<file path="config.mk">
export PLATFORM = sky130hd
export DESIGN_NAME = dmac_channel
export DESIGN_NICKNAME = d
export VERILOG_FILES = /design/src/dmac_pkg.sv /design/src/dmac_channel.sv
export VERILOG_INCLUDE_DIRS = /design/src
export SDC_FILE = /design/constraint.sdc
export NUM_CORES = 1
export LEC_CHECK = 0
export BUFFER_PORTS_ARGS = -buffer_cell sky130_fd_sc_hd__buf_2
export CAP_MARGIN = 10
export CORE_MARGIN = 2
export CORE_UTILIZATION = 40
export DETAILED_ROUTE_END_ITERATION = 8
export GPL_TIMING_DRIVEN = 0
export PLACE_DENSITY = 0.57
export SYNTH_ARGS = -nofsm -noshare
export SYNTH_HDL_FRONTEND = slang
export SYNTH_SLANG_ARGS = --single-unit
</file>
<file path="constraint.sdc">
create_clock -name pclk -period 4.6 [get_ports pclk]
set_clock_uncertainty 0.15 [all_clocks]
set_input_delay 0.23 -clock pclk [delete_from_list [all_inputs] [get_ports pclk]]
set_output_delay 0.23 -clock pclk [all_outputs]
set_load 0.02 [all_outputs]
</file>
<file path="src/dmac_consts.svh">
// Register offsets, field positions and reset values of the DMA channel control block.
`ifndef DMAC_CONSTS_SVH
`define DMAC_CONSTS_SVH
`define DMAC_OFF_CTRL 16'h3580
`define DMAC_OFF_INT_FLAGS 16'h3590
`define DMAC_OFF_INT_MASK 16'h35a0
`define DMAC_OFF_AUX 16'h35b0
`define DMAC_OFF_SRC_SIZE 16'h35f0
`define DMAC_OFF_DST_SIZE 16'h3600
`define DMAC_OFF_SRC_PTR 16'h3610
`define DMAC_OFF_DST_PTR 16'h3620
`define DMAC_OFF_CELL_SIZE 16'h3630
`define DMAC_OFF_CELL_PTR 16'h3640
`define DMAC_OFF_PATTERN 16'h3650
`define DMAC_ALIAS_CLR 2'h1
`define DMAC_ALIAS_SET 2'h2
`define DMAC_ALIAS_INV 2'h3
`define DMAC_CTL_BUSY 15
`define DMAC_CTL_CHNS 8
`define DMAC_CTL_EN 7
`define DMAC_CTL_AED 6
`define DMAC_CTL_CHN 5
`define DMAC_CTL_AEN 4
`define DMAC_CTL_EDET 2
`define DMAC_CTL_PRI_HI 1
`define DMAC_CTL_PRI_LO 0
`define DMAC_CTL_WMASK 32'h000001f3
`define DMAC_INT_DD 5
`define DMAC_INT_DH 4
`define DMAC_INT_BC 3
`define DMAC_INT_CC 2
`define DMAC_INT_TA 1
`define DMAC_INT_AE 0
`define DMAC_INT_W 6
`define DMAC_AUX_PAT_EN 0
`define DMAC_RST_WORD 32'h00000000
`endif

</file>
<file path="src/dmac_pkg.sv">
// Types shared by the DMA channel control block.
package dmac_pkg;
  typedef enum logic [1:0] {DMAC_WR_PLAIN, DMAC_WR_CLR, DMAC_WR_SET, DMAC_WR_INV} dmac_wr_kind_t;
  typedef enum {DMAC_IDLE, DMAC_MOVE} dmac_state_t;
  typedef struct packed {
    logic chain_direction_select;
    logic channel_enable;
    logic allow_events_while_disabled;
    logic chain_allow;
    logic auto_reenable;
    logic [1:0] channel_priority;
  } dmac_ctl_t;
  typedef struct packed {
    logic valid;
    logic [15:0] source_pointer;
    logic [15:0] destination_pointer;
  } dmac_move_req_t;
  typedef struct packed {
    logic done;
    logic addr_err;
    logic [7:0] data;
  } dmac_move_rsp_t;
endpackage
</file>
<file path="src/dmac_channel.sv">
// One DMA channel: APB registers, trigger and chaining control, byte mover sequencing and interrupt flags.
//
// Notes on behaviour
// - Busy reads one while the channel is enabled or a move is still in flight.
// - Direction bit picks the lower-priority neighbour when set, higher-priority when clear.
// - Direction bit matters only while chain allow is one.
// - Enable bit, reset zero, switches the channel on and off.
// - Start and abort events count while disabled only if allow-events bit is set.
// - A neighbour's completion enables this channel only when chain allow is one.
// - Without auto re-enable, block completion clears the enable bit.
// - Event detected is read-only, set by a recorded start event, reset zero.
// - Two-bit priority, code three highest, code zero lowest, drives the arbiter.
// - Clearing enable lets the move in flight finish; busy stays until then.
// - Destination done flag sets when destination pointer reaches destination size.
// - Destination half flag sets when destination pointer reaches half the size.
// - Block complete sets after the larger size in bytes, or on pattern match.
// - Cell complete sets after cell size bytes moved for one trigger.
// - A selected abort event aborts the transfer and sets the abort flag.
// - Address error flag sets when a source or destination address is invalid.
// - Each register has clear, set and invert aliases at plus 4, 8 and 12.
// - Unimplemented control bits read zero and ignore writes.
//
// The implementer's own choice: the APB slave port.
`timescale 1ns/1ns
`default_nettype none
`include "dmac_consts.svh"

module dmac_channel
  import dmac_pkg::*;
#(
  parameter int SZ_W = 16
) (
  input wire logic pclk,
  input wire logic presetn,
  input wire logic psel,
  input wire logic penable,
  input wire logic pwrite,
  input wire logic [15:0] paddr,
  input wire logic [31:0] pwdata,
  output logic [31:0] prdata,
  output logic pready,
  output logic pslverr,
  input wire logic start_event,
  input wire logic abort_event,
  input wire logic chain_from_lower_done,
  input wire logic chain_from_higher_done,
  input wire dmac_move_rsp_t move_rsp,
  output dmac_move_req_t move_req,
  output logic [1:0] channel_priority,
  output logic channel_busy,
  output logic block_done_pulse,
  output logic irq
);

  // Register state.
  dmac_ctl_t ctl_ff;
  logic busy_ff;
  logic edet_ff;
  logic [`DMAC_INT_W-1:0] flags_ff;
  logic [`DMAC_INT_W-1:0] mask_ff;
  logic pat_en_ff;
  logic [SZ_W-1:0] src_size_ff;
  logic [SZ_W-1:0] dst_size_ff;
  logic [SZ_W-1:0] cell_size_ff;
  logic [SZ_W-1:0] src_ptr_ff;
  logic [SZ_W-1:0] dst_ptr_ff;
  logic [SZ_W-1:0] cell_ptr_ff;
  logic [SZ_W-1:0] byte_cnt_ff;
  logic [7:0] pattern_ff;
  dmac_state_t state_ff;
  logic req_ff;
  logic irq_ff;
  logic blk_pulse_ff;
  logic pready_ff;
  logic pslverr_ff;
  logic [31:0] prdata_ff;

  // Applies a plain, clear, set or invert write to a stored word.
  function automatic logic [31:0] apply_write(input logic [31:0] old, input logic [31:0] wd,
                                              input dmac_wr_kind_t kind);
    logic [31:0] res;
    res = old;
    case (kind)
      DMAC_WR_PLAIN: res = wd;
      DMAC_WR_CLR: res = old & ~wd;
      DMAC_WR_SET: res = old | wd;
      DMAC_WR_INV: res = old ^ wd;
      default: res = old;
    endcase
    return res;
  endfunction

  // Bus decode: bits 3:2 select the alias, bits 15:4 the register.
  logic [15:0] base_addr;
  dmac_wr_kind_t wr_kind;
  logic wr_go;
  assign base_addr = {paddr[15:4], 4'h0};
  assign wr_kind = dmac_wr_kind_t'(paddr[3:2]);
  assign wr_go = psel & penable & pready_ff & pwrite;

  logic hit_ctrl, hit_int, hit_mask, hit_aux, hit_ssz, hit_dsz, hit_csz, hit_pat;
  logic hit_ro, mapped;
  assign hit_ctrl = base_addr == `DMAC_OFF_CTRL;
  assign hit_int = base_addr == `DMAC_OFF_INT_FLAGS;
  assign hit_mask = base_addr == `DMAC_OFF_INT_MASK;
  assign hit_aux = base_addr == `DMAC_OFF_AUX;
  assign hit_ssz = base_addr == `DMAC_OFF_SRC_SIZE;
  assign hit_dsz = base_addr == `DMAC_OFF_DST_SIZE;
  assign hit_csz = base_addr == `DMAC_OFF_CELL_SIZE;
  assign hit_pat = base_addr == `DMAC_OFF_PATTERN;
  assign hit_ro = (base_addr == `DMAC_OFF_SRC_PTR) | (base_addr == `DMAC_OFF_DST_PTR) |
                  (base_addr == `DMAC_OFF_CELL_PTR);
  assign mapped = hit_ctrl | hit_int | hit_mask | hit_aux | hit_ssz | hit_dsz | hit_csz | hit_pat | hit_ro;

  // Control word as software sees it; unimplemented bits stay zero.
  logic [31:0] ctl_word;
  always_comb begin
    ctl_word = `DMAC_RST_WORD;
    ctl_word[`DMAC_CTL_BUSY] = busy_ff | ctl_ff.channel_enable;
    ctl_word[`DMAC_CTL_CHNS] = ctl_ff.chain_direction_select;
    ctl_word[`DMAC_CTL_EN] = ctl_ff.channel_enable;
    ctl_word[`DMAC_CTL_AED] = ctl_ff.allow_events_while_disabled;
    ctl_word[`DMAC_CTL_CHN] = ctl_ff.chain_allow;
    ctl_word[`DMAC_CTL_AEN] = ctl_ff.auto_reenable;
    ctl_word[`DMAC_CTL_EDET] = edet_ff;
    ctl_word[`DMAC_CTL_PRI_HI:`DMAC_CTL_PRI_LO] = ctl_ff.channel_priority;
  end

  // Read mux; aliases read back the base register.
  logic [31:0] rd_word;
  always_comb begin
    rd_word = `DMAC_RST_WORD;
    case (base_addr)
      `DMAC_OFF_CTRL: rd_word = ctl_word;
      `DMAC_OFF_INT_FLAGS: rd_word[`DMAC_INT_W-1:0] = flags_ff;
      `DMAC_OFF_INT_MASK: rd_word[`DMAC_INT_W-1:0] = mask_ff;
      `DMAC_OFF_AUX: rd_word[`DMAC_AUX_PAT_EN] = pat_en_ff;
      `DMAC_OFF_SRC_SIZE: rd_word[SZ_W-1:0] = src_size_ff;
      `DMAC_OFF_DST_SIZE: rd_word[SZ_W-1:0] = dst_size_ff;
      `DMAC_OFF_SRC_PTR: rd_word[SZ_W-1:0] = src_ptr_ff;
      `DMAC_OFF_DST_PTR: rd_word[SZ_W-1:0] = dst_ptr_ff;
      `DMAC_OFF_CELL_SIZE: rd_word[SZ_W-1:0] = cell_size_ff;
      `DMAC_OFF_CELL_PTR: rd_word[SZ_W-1:0] = cell_ptr_ff;
      `DMAC_OFF_PATTERN: rd_word[7:0] = pattern_ff;
      default: rd_word = `DMAC_RST_WORD;
    endcase
  end

  // APB answer: ready is raised for exactly the first access cycle, so every transfer takes two cycles.
  always_ff @(posedge pclk or negedge presetn) begin
    if (!presetn) begin
      pready_ff <= 1'b0;
      pslverr_ff <= 1'b0;
      prdata_ff <= `DMAC_RST_WORD;
    end else if (psel && !penable) begin
      pready_ff <= 1'b1;
      pslverr_ff <= ~mapped;
      prdata_ff <= (!pwrite && mapped) ? rd_word : `DMAC_RST_WORD;
    end else begin
      pready_ff <= 1'b0;
      pslverr_ff <= 1'b0;
    end
  end

  // Events qualified by enable or by the allow-events bit.
  logic ev_ok, start_hit, abort_hit, chain_hit;
  assign ev_ok = ctl_ff.channel_enable | ctl_ff.allow_events_while_disabled;
  assign start_hit = start_event & ev_ok;
  assign abort_hit = abort_event & ev_ok;
  // Chaining only counts with chain allow set; the direction bit picks the neighbour.
  assign chain_hit = ctl_ff.chain_allow &
                     (ctl_ff.chain_direction_select ? chain_from_lower_done : chain_from_higher_done);

  // Completion terms of one byte move.
  logic move_done, pat_hit, blk_end, cell_end, err_hit;
  logic [SZ_W-1:0] blk_len, src_nxt, dst_nxt, cell_nxt, cnt_nxt;
  assign move_done = (state_ff == DMAC_MOVE) & move_rsp.done;
  assign err_hit = move_done & move_rsp.addr_err;
  assign blk_len = (src_size_ff > dst_size_ff) ? src_size_ff : dst_size_ff;
  assign src_nxt = src_ptr_ff + 1'b1;
  assign dst_nxt = dst_ptr_ff + 1'b1;
  assign cell_nxt = cell_ptr_ff + 1'b1;
  assign cnt_nxt = byte_cnt_ff + 1'b1;
  assign pat_hit = pat_en_ff & (move_rsp.data == pattern_ff);
  assign blk_end = move_done & ~move_rsp.addr_err & ((cnt_nxt == blk_len) | pat_hit);
  assign cell_end = move_done & ~move_rsp.addr_err & ((cell_nxt == cell_size_ff) | blk_end);

  // Control register: software write first, then hardware effects take precedence.
  logic [31:0] ctl_sw;
  always_comb begin
    ctl_sw = apply_write(ctl_word, pwdata, wr_kind) & `DMAC_CTL_WMASK;
  end

  always_ff @(posedge pclk or negedge presetn) begin
    if (!presetn) begin
      ctl_ff <= '0;
    end else begin
      if (wr_go && hit_ctrl) begin
        ctl_ff.chain_direction_select <= ctl_sw[`DMAC_CTL_CHNS];
        ctl_ff.allow_events_while_disabled <= ctl_sw[`DMAC_CTL_AED];
        ctl_ff.chain_allow <= ctl_sw[`DMAC_CTL_CHN];
        ctl_ff.auto_reenable <= ctl_sw[`DMAC_CTL_AEN];
        ctl_ff.channel_priority <= ctl_sw[`DMAC_CTL_PRI_HI:`DMAC_CTL_PRI_LO];
      end
      // Abort, address error and a block end without auto re-enable switch the channel off.
      if (abort_hit || err_hit || (blk_end && !ctl_ff.auto_reenable)) begin
        ctl_ff.channel_enable <= 1'b0;
      end else if (chain_hit) begin
        ctl_ff.channel_enable <= 1'b1;
      end else if (wr_go && hit_ctrl) begin
        ctl_ff.channel_enable <= ctl_sw[`DMAC_CTL_EN];
      end
    end
  end

  // Event detected holds a recorded start until its cell is served, the transfer is aborted or an address error ends it.
  always_ff @(posedge pclk or negedge presetn) begin
    if (!presetn) begin
      edet_ff <= 1'b0;
    end else if (start_hit) begin
      edet_ff <= 1'b1;
    end else if (cell_end || abort_hit || err_hit) begin
      edet_ff <= 1'b0;
    end
  end

  // Mover sequencing: one byte in flight at a time, and a move already issued always completes.
  always_ff @(posedge pclk or negedge presetn) begin
    if (!presetn) begin
      state_ff <= DMAC_IDLE;
      req_ff <= 1'b0;
    end else begin
      case (state_ff)
        DMAC_IDLE: begin
          if (ctl_ff.channel_enable && edet_ff && !abort_hit) begin
            state_ff <= DMAC_MOVE;
            req_ff <= 1'b1;
          end
        end
        DMAC_MOVE: begin
          if (move_rsp.done) begin
            state_ff <= DMAC_IDLE;
            req_ff <= 1'b0;
          end
        end
        default: begin
          state_ff <= DMAC_IDLE;
          req_ff <= 1'b0;
        end
      endcase
    end
  end

  // Busy follows enable and the move in flight, so a cleared enable shows only once the move ends.
  always_ff @(posedge pclk or negedge presetn) begin
    if (!presetn) begin
      busy_ff <= 1'b0;
    end else begin
      busy_ff <= ctl_ff.channel_enable | ((state_ff == DMAC_MOVE) & ~move_rsp.done);
    end
  end

  // Pointers: stepped per byte, wrapped at their size, zeroed at block end or abort.
  always_ff @(posedge pclk or negedge presetn) begin
    if (!presetn) begin
      src_ptr_ff <= '0;
      dst_ptr_ff <= '0;
      cell_ptr_ff <= '0;
      byte_cnt_ff <= '0;
    end else if (blk_end || abort_hit) begin
      src_ptr_ff <= '0;
      dst_ptr_ff <= '0;
      cell_ptr_ff <= '0;
      byte_cnt_ff <= '0;
    end else if (move_done && !move_rsp.addr_err) begin
      src_ptr_ff <= (src_nxt == src_size_ff) ? '0 : src_nxt;
      dst_ptr_ff <= (dst_nxt == dst_size_ff) ? '0 : dst_nxt;
      cell_ptr_ff <= cell_end ? '0 : cell_nxt;
      byte_cnt_ff <= cnt_nxt;
    end
  end

  // Each register's next word after a plain or alias write (for the flags, alias writes only); only the implemented low bits are kept below.
  logic [31:0] ssz_wr;
  logic [31:0] dsz_wr;
  logic [31:0] csz_wr;
  logic [31:0] pat_wr;
  logic [31:0] aux_wr;
  logic [31:0] mask_wr;
  logic [31:0] flg_wr;
  assign ssz_wr = apply_write({{(32-SZ_W){1'b0}}, src_size_ff}, pwdata, wr_kind);
  assign dsz_wr = apply_write({{(32-SZ_W){1'b0}}, dst_size_ff}, pwdata, wr_kind);
  assign csz_wr = apply_write({{(32-SZ_W){1'b0}}, cell_size_ff}, pwdata, wr_kind);
  assign pat_wr = apply_write({24'h0, pattern_ff}, pwdata, wr_kind);
  assign aux_wr = apply_write({31'h0, pat_en_ff}, pwdata, wr_kind);
  assign mask_wr = apply_write({{(32-`DMAC_INT_W){1'b0}}, mask_ff}, pwdata, wr_kind);
  assign flg_wr = apply_write({{(32-`DMAC_INT_W){1'b0}}, flags_ff}, pwdata, wr_kind);

  // Software-writable size, pattern and option registers; pointers are read-only.
  always_ff @(posedge pclk or negedge presetn) begin
    if (!presetn) begin
      src_size_ff <= '0;
      dst_size_ff <= '0;
      cell_size_ff <= '0;
      pattern_ff <= '0;
      pat_en_ff <= 1'b0;
      mask_ff <= '0;
    end else if (wr_go) begin
      if (hit_ssz) src_size_ff <= ssz_wr[SZ_W-1:0];
      if (hit_dsz) dst_size_ff <= dsz_wr[SZ_W-1:0];
      if (hit_csz) cell_size_ff <= csz_wr[SZ_W-1:0];
      if (hit_pat) pattern_ff <= pat_wr[7:0];
      if (hit_aux) pat_en_ff <= aux_wr[`DMAC_AUX_PAT_EN];
      if (hit_mask) mask_ff <= mask_wr[`DMAC_INT_W-1:0];
    end
  end

  // Hardware events of this cycle, in flag layout.
  logic [`DMAC_INT_W-1:0] hw_set;
  always_comb begin
    hw_set = '0;
    hw_set[`DMAC_INT_DD] = move_done & ~move_rsp.addr_err & (dst_nxt == dst_size_ff);
    hw_set[`DMAC_INT_DH] = move_done & ~move_rsp.addr_err & (dst_nxt == (dst_size_ff >> 1));
    hw_set[`DMAC_INT_BC] = blk_end;
    hw_set[`DMAC_INT_CC] = cell_end;
    hw_set[`DMAC_INT_TA] = abort_hit;
    hw_set[`DMAC_INT_AE] = err_hit;
  end

  // Flags: a plain write clears where ones are written; an event in the same cycle still wins.
  logic [`DMAC_INT_W-1:0] flags_sw;
  always_comb begin
    flags_sw = flags_ff;
    if (wr_go && hit_int) begin
      if (wr_kind == DMAC_WR_PLAIN) begin
        flags_sw = flags_ff & ~pwdata[`DMAC_INT_W-1:0];
      end else begin
        flags_sw = flg_wr[`DMAC_INT_W-1:0];
      end
    end
  end

  always_ff @(posedge pclk or negedge presetn) begin
    if (!presetn) begin
      flags_ff <= '0;
    end else begin
      flags_ff <= flags_sw | hw_set;
    end
  end

  // Registered outputs.
  always_ff @(posedge pclk or negedge presetn) begin
    if (!presetn) begin
      irq_ff <= 1'b0;
      blk_pulse_ff <= 1'b0;
    end else begin
      irq_ff <= |((flags_sw | hw_set) & mask_ff);
      blk_pulse_ff <= blk_end;
    end
  end

  assign prdata = prdata_ff;
  assign pready = pready_ff;
  assign pslverr = pslverr_ff;
  assign move_req.valid = req_ff;
  assign move_req.source_pointer = src_ptr_ff;
  assign move_req.destination_pointer = dst_ptr_ff;
  assign channel_priority = ctl_ff.channel_priority;
  assign channel_busy = busy_ff;
  assign block_done_pulse = blk_pulse_ff;
  assign irq = irq_ff;

endmodule // dmac_channel
`default_nettype wire

</file>
### Word-level counts from Yosys, hierarchy flattened

Index checks and enable logic that the tools add are counted.

| cells by class | value |
|---|---|
| equality and inequality tests | 24 |
| reductions and logical operators | 31 |
| mux-type cells | 41 |
| $add $sub $neg | 4 |
| $mul | 0 |
| div/mod/pow operators | 0 |
| shifts and indexed selects | 0 |
| magnitude comparators | 1 |
| bitwise gates (word level) | 62 |

Operators with widths:

| operator | number |
|---|---|
| 16-bit 2-to-1 mux | 13 |
| 16-bit case mux with 4 select lines | 3 |
| 12-bit by 10-bit equality test with 1-bit output (second input constant) | 11 |
| 16-bit by 1-bit adder with 16-bit output (second input constant) | 4 |
| 16-bit equality test | 4 |
| 32-bit 2-to-1 mux | 2 |
| 32-bit case mux with 2 select lines | 1 |
| 8-bit case mux with 7 select lines | 1 |
| 5-bit case mux with 10 select lines | 1 |
| 16-bit AND | 3 |
| 16-bit OR | 3 |
| 16-bit bitwise XOR | 3 |
| 9-bit case mux with 4 select lines | 1 |
| 32-bit by 1-bit equality test with 1-bit output (second input constant) | 1 |
| 32-bit by 2-bit equality test with 1-bit output (second input constant) | 1 |
| 32-bit logical NOT | 1 |
| 8-bit case mux with 4 select lines | 1 |
| 6-bit AND | 4 |
| 6-bit case mux with 4 select lines | 1 |
| 6-bit OR | 3 |
| 6-bit case mux with 3 select lines | 1 |
| 1-bit AND | 16 |
| 16-bit by 15-bit equality test with 1-bit output | 1 |
| 16-bit > comparator | 1 |
| 30 further kinds | 82 |

| storage, ports and cells | value |
|---|---|
| memories kept | 0 |
| register bits | 211 |
| ROM bits | 0 |
| output and inout bits | 72 |
| latch bits | 0 |
| memory bits (writable) | 0 |
| bits of input ports | 67 |

### Longest topological paths before layout

| logic depth | value |
|---|---|
| depth in word-level cells | 11 |
| gate-level depth with buffers | 16 |

### Least setup slack after synthesis

OpenSTA, ideal clock, no wires.

| timing path | value |
|---|---|
| path kind | register to register |
| start | register dst_size_ff[1] |
| end | register ctl_ff[5] (netlist name) |
| period minus slack after synthesis | 3.676 ns |
| slack | 0.924 ns |
| cell stages (with the launch flop) | 16 |
| arrival time | 3.400 ns |
| required time | 4.324 ns |
| path buffers | 3 |
| cell sequence | dfrtp_1 -> clkbuf_1 -> inv_1 -> ha_1 -> nor2b_1 -> o21a_1 -> o21a_1 -> o31ai_1 -> buf_6 -> mux2i_1 -> xnor2_1 -> nor4_2 -> o2111a_2 -> buf_6 -> nor2_1 -> o311a_1 |

| on the way | value |
|---|---|
| longest elaborated chain between the ends | 8 |
| elaborated cells on any way between the ends | 9 |
| those cells by class | order compare: 1; eq/ne: 1; mux: 2; bitwise: 2; reduce/logical: 3 |

RTL lines:

| what | line | text |
|---|---|---|
| start, declared | dmac_channel.sv:63 | `logic [SZ_W-1:0] dst_size_ff;` |
| start signal, assigned | dmac_channel.sv:310 | `if (hit_dsz) dst_size_ff <= dsz_wr[SZ_W-1:0];` |
| 16-bit > comparator | dmac_channel.sv:179 | `assign blk_len = (src_size_ff > dst_size_ff) ? src_size_ff : dst_size_ff;` |
| 16-bit 2-to-1 mux (*) | dmac_channel.sv:179 |  |
| 16-bit equality test (*) | dmac_channel.sv:185 | `assign blk_end = move_done & ~move_rsp.addr_err & ((cnt_nxt == blk_len) \| pat_hit);` |
| 1-bit OR (*) | dmac_channel.sv:185 |  |
| 1-bit AND (*) | dmac_channel.sv:185 |  |
| 1-bit logical AND (*) | dmac_channel.sv:206 | `if (abort_hit \|\| err_hit \|\| (blk_end && !ctl_ff.auto_reenable)) begin` |
| 1-bit logical OR (*) | dmac_channel.sv:206 |  |
| 3-bit nonzero test (no source line) / 1-bit 2-to-1 mux (equally long branches) | n/a |  |
| end, declared | dmac_channel.sv:56 | `dmac_ctl_t ctl_ff;` |

Mark *: on every way between the ends. The rest lies on a longest branch, timed or not.
A chain may end at the register's enable or synchronous reset.

### Final worst setup path

| timing path | value |
|---|---|
| start | register dst_size_ff[14] |
| end | register cell_ptr_ff[3] |

| on the way | value |
|---|---|
| longest elaborated chain between the ends | 10 |
| elaborated cells on any way between the ends | 12 |
| those cells by class | order compare: 1; eq/ne: 1; mux: 4; bitwise: 4; reduce/logical: 2 |

RTL lines:

| what | line | text |
|---|---|---|
| 16-bit > comparator | dmac_channel.sv:179 |  |
| 16-bit 2-to-1 mux (*) | dmac_channel.sv:179 |  |
| 16-bit equality test (*) | dmac_channel.sv:185 |  |
| 1-bit OR (*) | dmac_channel.sv:185 |  |
| 1-bit AND (*) | dmac_channel.sv:185 |  |
| 1-bit OR | dmac_channel.sv:186 | `assign cell_end = move_done & ~move_rsp.addr_err & ((cell_nxt == cell_size_ff) \| blk_end);` |
| 1-bit AND | dmac_channel.sv:186 |  |
| 16-bit 2-to-1 mux | dmac_channel.sv:278 | `cell_ptr_ff <= cell_end ? '0 : cell_nxt;` |
| 16-bit 2-to-1 mux | dmac_channel.sv:275 | `end else if (move_done && !move_rsp.addr_err) begin` |
| 16-bit 2-to-1 mux | dmac_channel.sv:270 | `end else if (blk_end \|\| abort_hit) begin` |
| end signal, assigned | dmac_channel.sv:278 |  |
| end, declared | dmac_channel.sv:67 | `logic [SZ_W-1:0] cell_ptr_ff;` |

Mark *: on every way between the ends. The rest lies on a longest branch, timed or not. The select of a mux whose other input is x is not followed.

==> results.cfg <==
[pwr]
p_leak_nw = 7.85
powerDensity_nw_per_um2 = 198
comb_power_share = 0.135
ir_worst_vdd_mv = 0.258
p_int_mw = 2.43
pwr-share-seq = 0.425
switching_power_mw = 0.980
swShare = 0.287
pwr-share-clk = 0.440
total_power_mw = 3.41

[die]
dieArea_um2 = 39600
coreArea_um2 = 37600
num_rows = 71
io_pins = 139
start_util = 0.405
die_h_um = 199
die_x_um = 199

[cts]
cts_buffer_depth = 2
cts.sink_count = 163
clk_root_buffer_cell = clkbuf_16
cts_tree = built
htree_levels = 4
cts_buffers = 17
clk_latency_ns = 0.47
cts.clk_slew.worst_paths_ns = 0.07

[critical_path]
path_max_fanout = 10
critical_path_required_ns = 4.83
cpMostUsedCell = buf_4
crit_arrival_ns = 4.72
crit_family = buffers and inverters
worst_setup_path_end_kind = flip-flop
worst-path-buf-inv = 6
cp_slowest_cell = dfrtp_2
critical_path_class = reg -> reg
slowest_delay_ns = 0.57
setup.worst_path.start_class = flip-flop
path_cells = clkinvlp_4 -> ha_1 -> nand4_2 -> nor4_4 -> buf_4 -> and4_4 -> a31oi_1 -> buf_6 -> and3_1 -> o32ai_1 -> nor4_2 -> buf_4 -> o2111ai_2 -> buf_4 -> buf_2 -> nand3_1 -> o2bb2ai_1

[sta]
layout_setup_ws_ns = 0.108
slew_violations = 0
finalHoldViolCount = 0
finalCriticalPeriod_ns = 4.49
setup_viol = 0
hold-worst-slack_ns = 0.0350
worst_slew_pin_slew_ns = 1.23
setup_tns_ns = 0
fin_crit_sh = 0.976
max-slew-margin-rel = 0.176
max_freq_mhz = 223

[placed_design]
hpwlAfterDp_mm = 48.9
dp_slack_ns = -0.368
place.port_buffers = 104
dpl_cell_area_um2 = 16500
place_congestion = 0.986

[cells_and_area]
final_layout_size_suffix_gt1_frac = 0.120
regArea_um2 = 4090
finalNetCount = 2267
fin_area_um2 = 17200
n_fill_cell = 3804
multi_input_area_um2 = 10200
num_antenna_cells = 0
area_growth_pct = 13.3

[routing]
dr.pass1.iters = 8
route.detailed.drc = 0
wl_mm = 64.5
routed_via_density = 6.10
num_vias = 15532
ant_nets = 0
wl_per_cell_um = 25.3
drt_iter0_drc = 1588

[synth]
synth_top_area_cell = dfrtp_1
synth_edf_count = 0
synthArstFlopShare = 1.00
synthTopCellsByArea = dfrtp_1 27%, ha_1 14%, a21oi_1 5.9%
ys.flop_type = dfrtp_1
synth.avg_cell_area_um2 = 8.11
yosysSeqAreaShare = 0.268
synth_top_area_frac = 0.268
ys_seq_elements = 163
netlist_instances = 1874
synth_warnings = 0
synth_cell_types = 80
synth_area_um2 = 15200

[global_routing]
grt_overflow_total = 0
grt_pass1_vias = 14429
grt_antenna_before_repair = 0
grt_start_max_net_pins = 96
grt_first_pass_wirelength_mm = 94.7
track_usage = 0.327

[flow_run]
maxCapViolCount = 0

[worst_hold_path]
hold_class = in -> reg

[status]
run_status = finished clean
[worst min-delay path, cell delays in order]
cell	delay, ns
buf_2	0.11
nand3_1	0.12
o311a_1	0.15
[what timing repair did]
| action | in CTS | in global routing |
|---|---|---|
| pin swaps | 0 | 4 |
| endpoints found under the hold margin | 73 | 0 |
| buffers inserted | 0 | 7 |
| resized for setup | 9 | 14 |
| hold buffers | 6 | 0 |
| setup endpoints to repair | 69 | 65 |
[synth_stat cells (6+ instances only)]
cell         n
mux2i_1     26
a21o_1      33
o2111ai_1    6
nor4_1      17
xor2_1      29
inv_1      104
o21a_1       6
buf_2       12
buf_4       22
a22oi_1     33
a211oi_1    40
or4_1        8
xnor2_1     88
dfrtp_1    163
or2_2       20
o41ai_1      6
a2111oi_0   21
clkbuf_1    98
nor3_1      56
nand2_1    168
a221oi_1    16
a31oi_1     12
a41o_1       8
mux2_2       9
a21oi_1    179
nor2b_1     28
and2_1      12
a311oi_1     7
nand3_1     45
nand4_1     22
nand2b_1    21
or3_1        6
o21ai_0    101
a22o_1      17
ha_1       172
o31ai_1      7
nor2_1     154
and3_1      15
o211ai_1     9
[state kept, by name (all words and copies together), names as in the netlist, 8 cells and up]
| name | cells |
|---|---|
| byte_cnt_ff | 16 |
| cell_size_ff | 16 |
| pattern_ff | 8 |
| prdata | 16 |
| src_ptr_ff | 16 |
| cell_ptr_ff | 16 |
| src_size_ff | 16 |
| dst_size_ff | 16 |
| dst_ptr_ff | 16 |
[area by class of cell]
type,instances,area share
repair buffers,121,0.0407
multi-input cells,1481,0.592
clock buffers,21,0.0261
clock inverters,7,0.00639
flip-flops and latches,163,0.237
inverters,105,0.0232
well taps,511,0.0371
plain buffers,139,0.0375
[stage by stage]
step	utilization	std cells
floorplan	-	1889
global placement	0.437	2504
detailed placement	0.439	2508
CTS	0.456	2542
global route	0.459	2548
finish	0.459	2548
[power groups by stage]
stage	registers (mW)	clock network, mW	logic [mW]
5_1_grt	1.45	1.57	0.508
3_3_place_gp	1.48	0	0.435
6_report	1.45	1.50	0.462
4_1_cts	1.45	1.51	0.453
3_5_place_dp	1.48	0	0.446
2_1_floorplan	1.48	0	0.265
[cells by family (layout without fill, tap and decap cells)]
group | Yosys count | after routing | share of synthesized area
simple gates | 603 | 603 | 0.196
buf+inv | 245 | 393 | 0.0684
xor+xnor | 122 | 122 | 0.0748
flops | 163 | 163 | 0.268
other cells | 1 | 16 | 0.000247
mux | 35 | 35 | 0.0238
compound gates | 533 | 533 | 0.227
fa+ha+maj | 172 | 172 | 0.142
[path summary, 6_finish.rpt]
kind / slack [ns] / end / start / depth (start not counted)
setup / recovery: 0.11 / cell_ptr_ff[3] / dst_size_ff[14] / 17
hold / removal: 0.04 / ctl_ff[5] / move_rsp[8] / 3
setup reg to reg: 0.11 / cell_ptr_ff[3] / dst_size_ff[14] / 17
hold reg to reg: 0.32 / prdata[9] / prdata[9] / 1
max in group asynchronous: 3.20 / prdata[13] / presetn / 3
min in group asynchronous: 0.18 / dst_size_ff[8] / presetn / 2
[routing by layer]
layer  global-route usage  wire length [um]  up-vias
met4                0.172              3600        2
met2                0.493             27500      862
met3               0.0592              5600      158
met5               0.0140                69        -
met1                0.444             27700     7532
li1                     -                 -     6978
[cells in the final DEF (no fill, tap or decap), types with 26 or more instances in the layout]
| cell type | Yosys | routed |
|---|---|---|
| clkbuf_1 | 98 | 97 |
| ha_1 | 172 | 172 |
| buf_4 | 22 | 29 |
| a21oi_1 | 179 | 178 |
| a21o_1 | 33 | 33 |
| nor2b_1 | 28 | 28 |
| dfrtp_1 | 163 | 157 |
| inv_1 | 104 | 102 |
| mux2i_1 | 26 | 26 |
| nor2_1 | 154 | 154 |
| nand3_1 | 45 | 45 |
| nand2_1 | 168 | 168 |
| o21ai_0 | 101 | 101 |
| nor3_1 | 56 | 56 |
| xnor2_1 | 88 | 88 |
| a22oi_1 | 33 | 33 |
| xor2_1 | 29 | 29 |
| buf_2 | 12 | 118 |
| a211oi_1 | 40 | 40 |
Note: power is estimated with default switching activity, not from simulation.
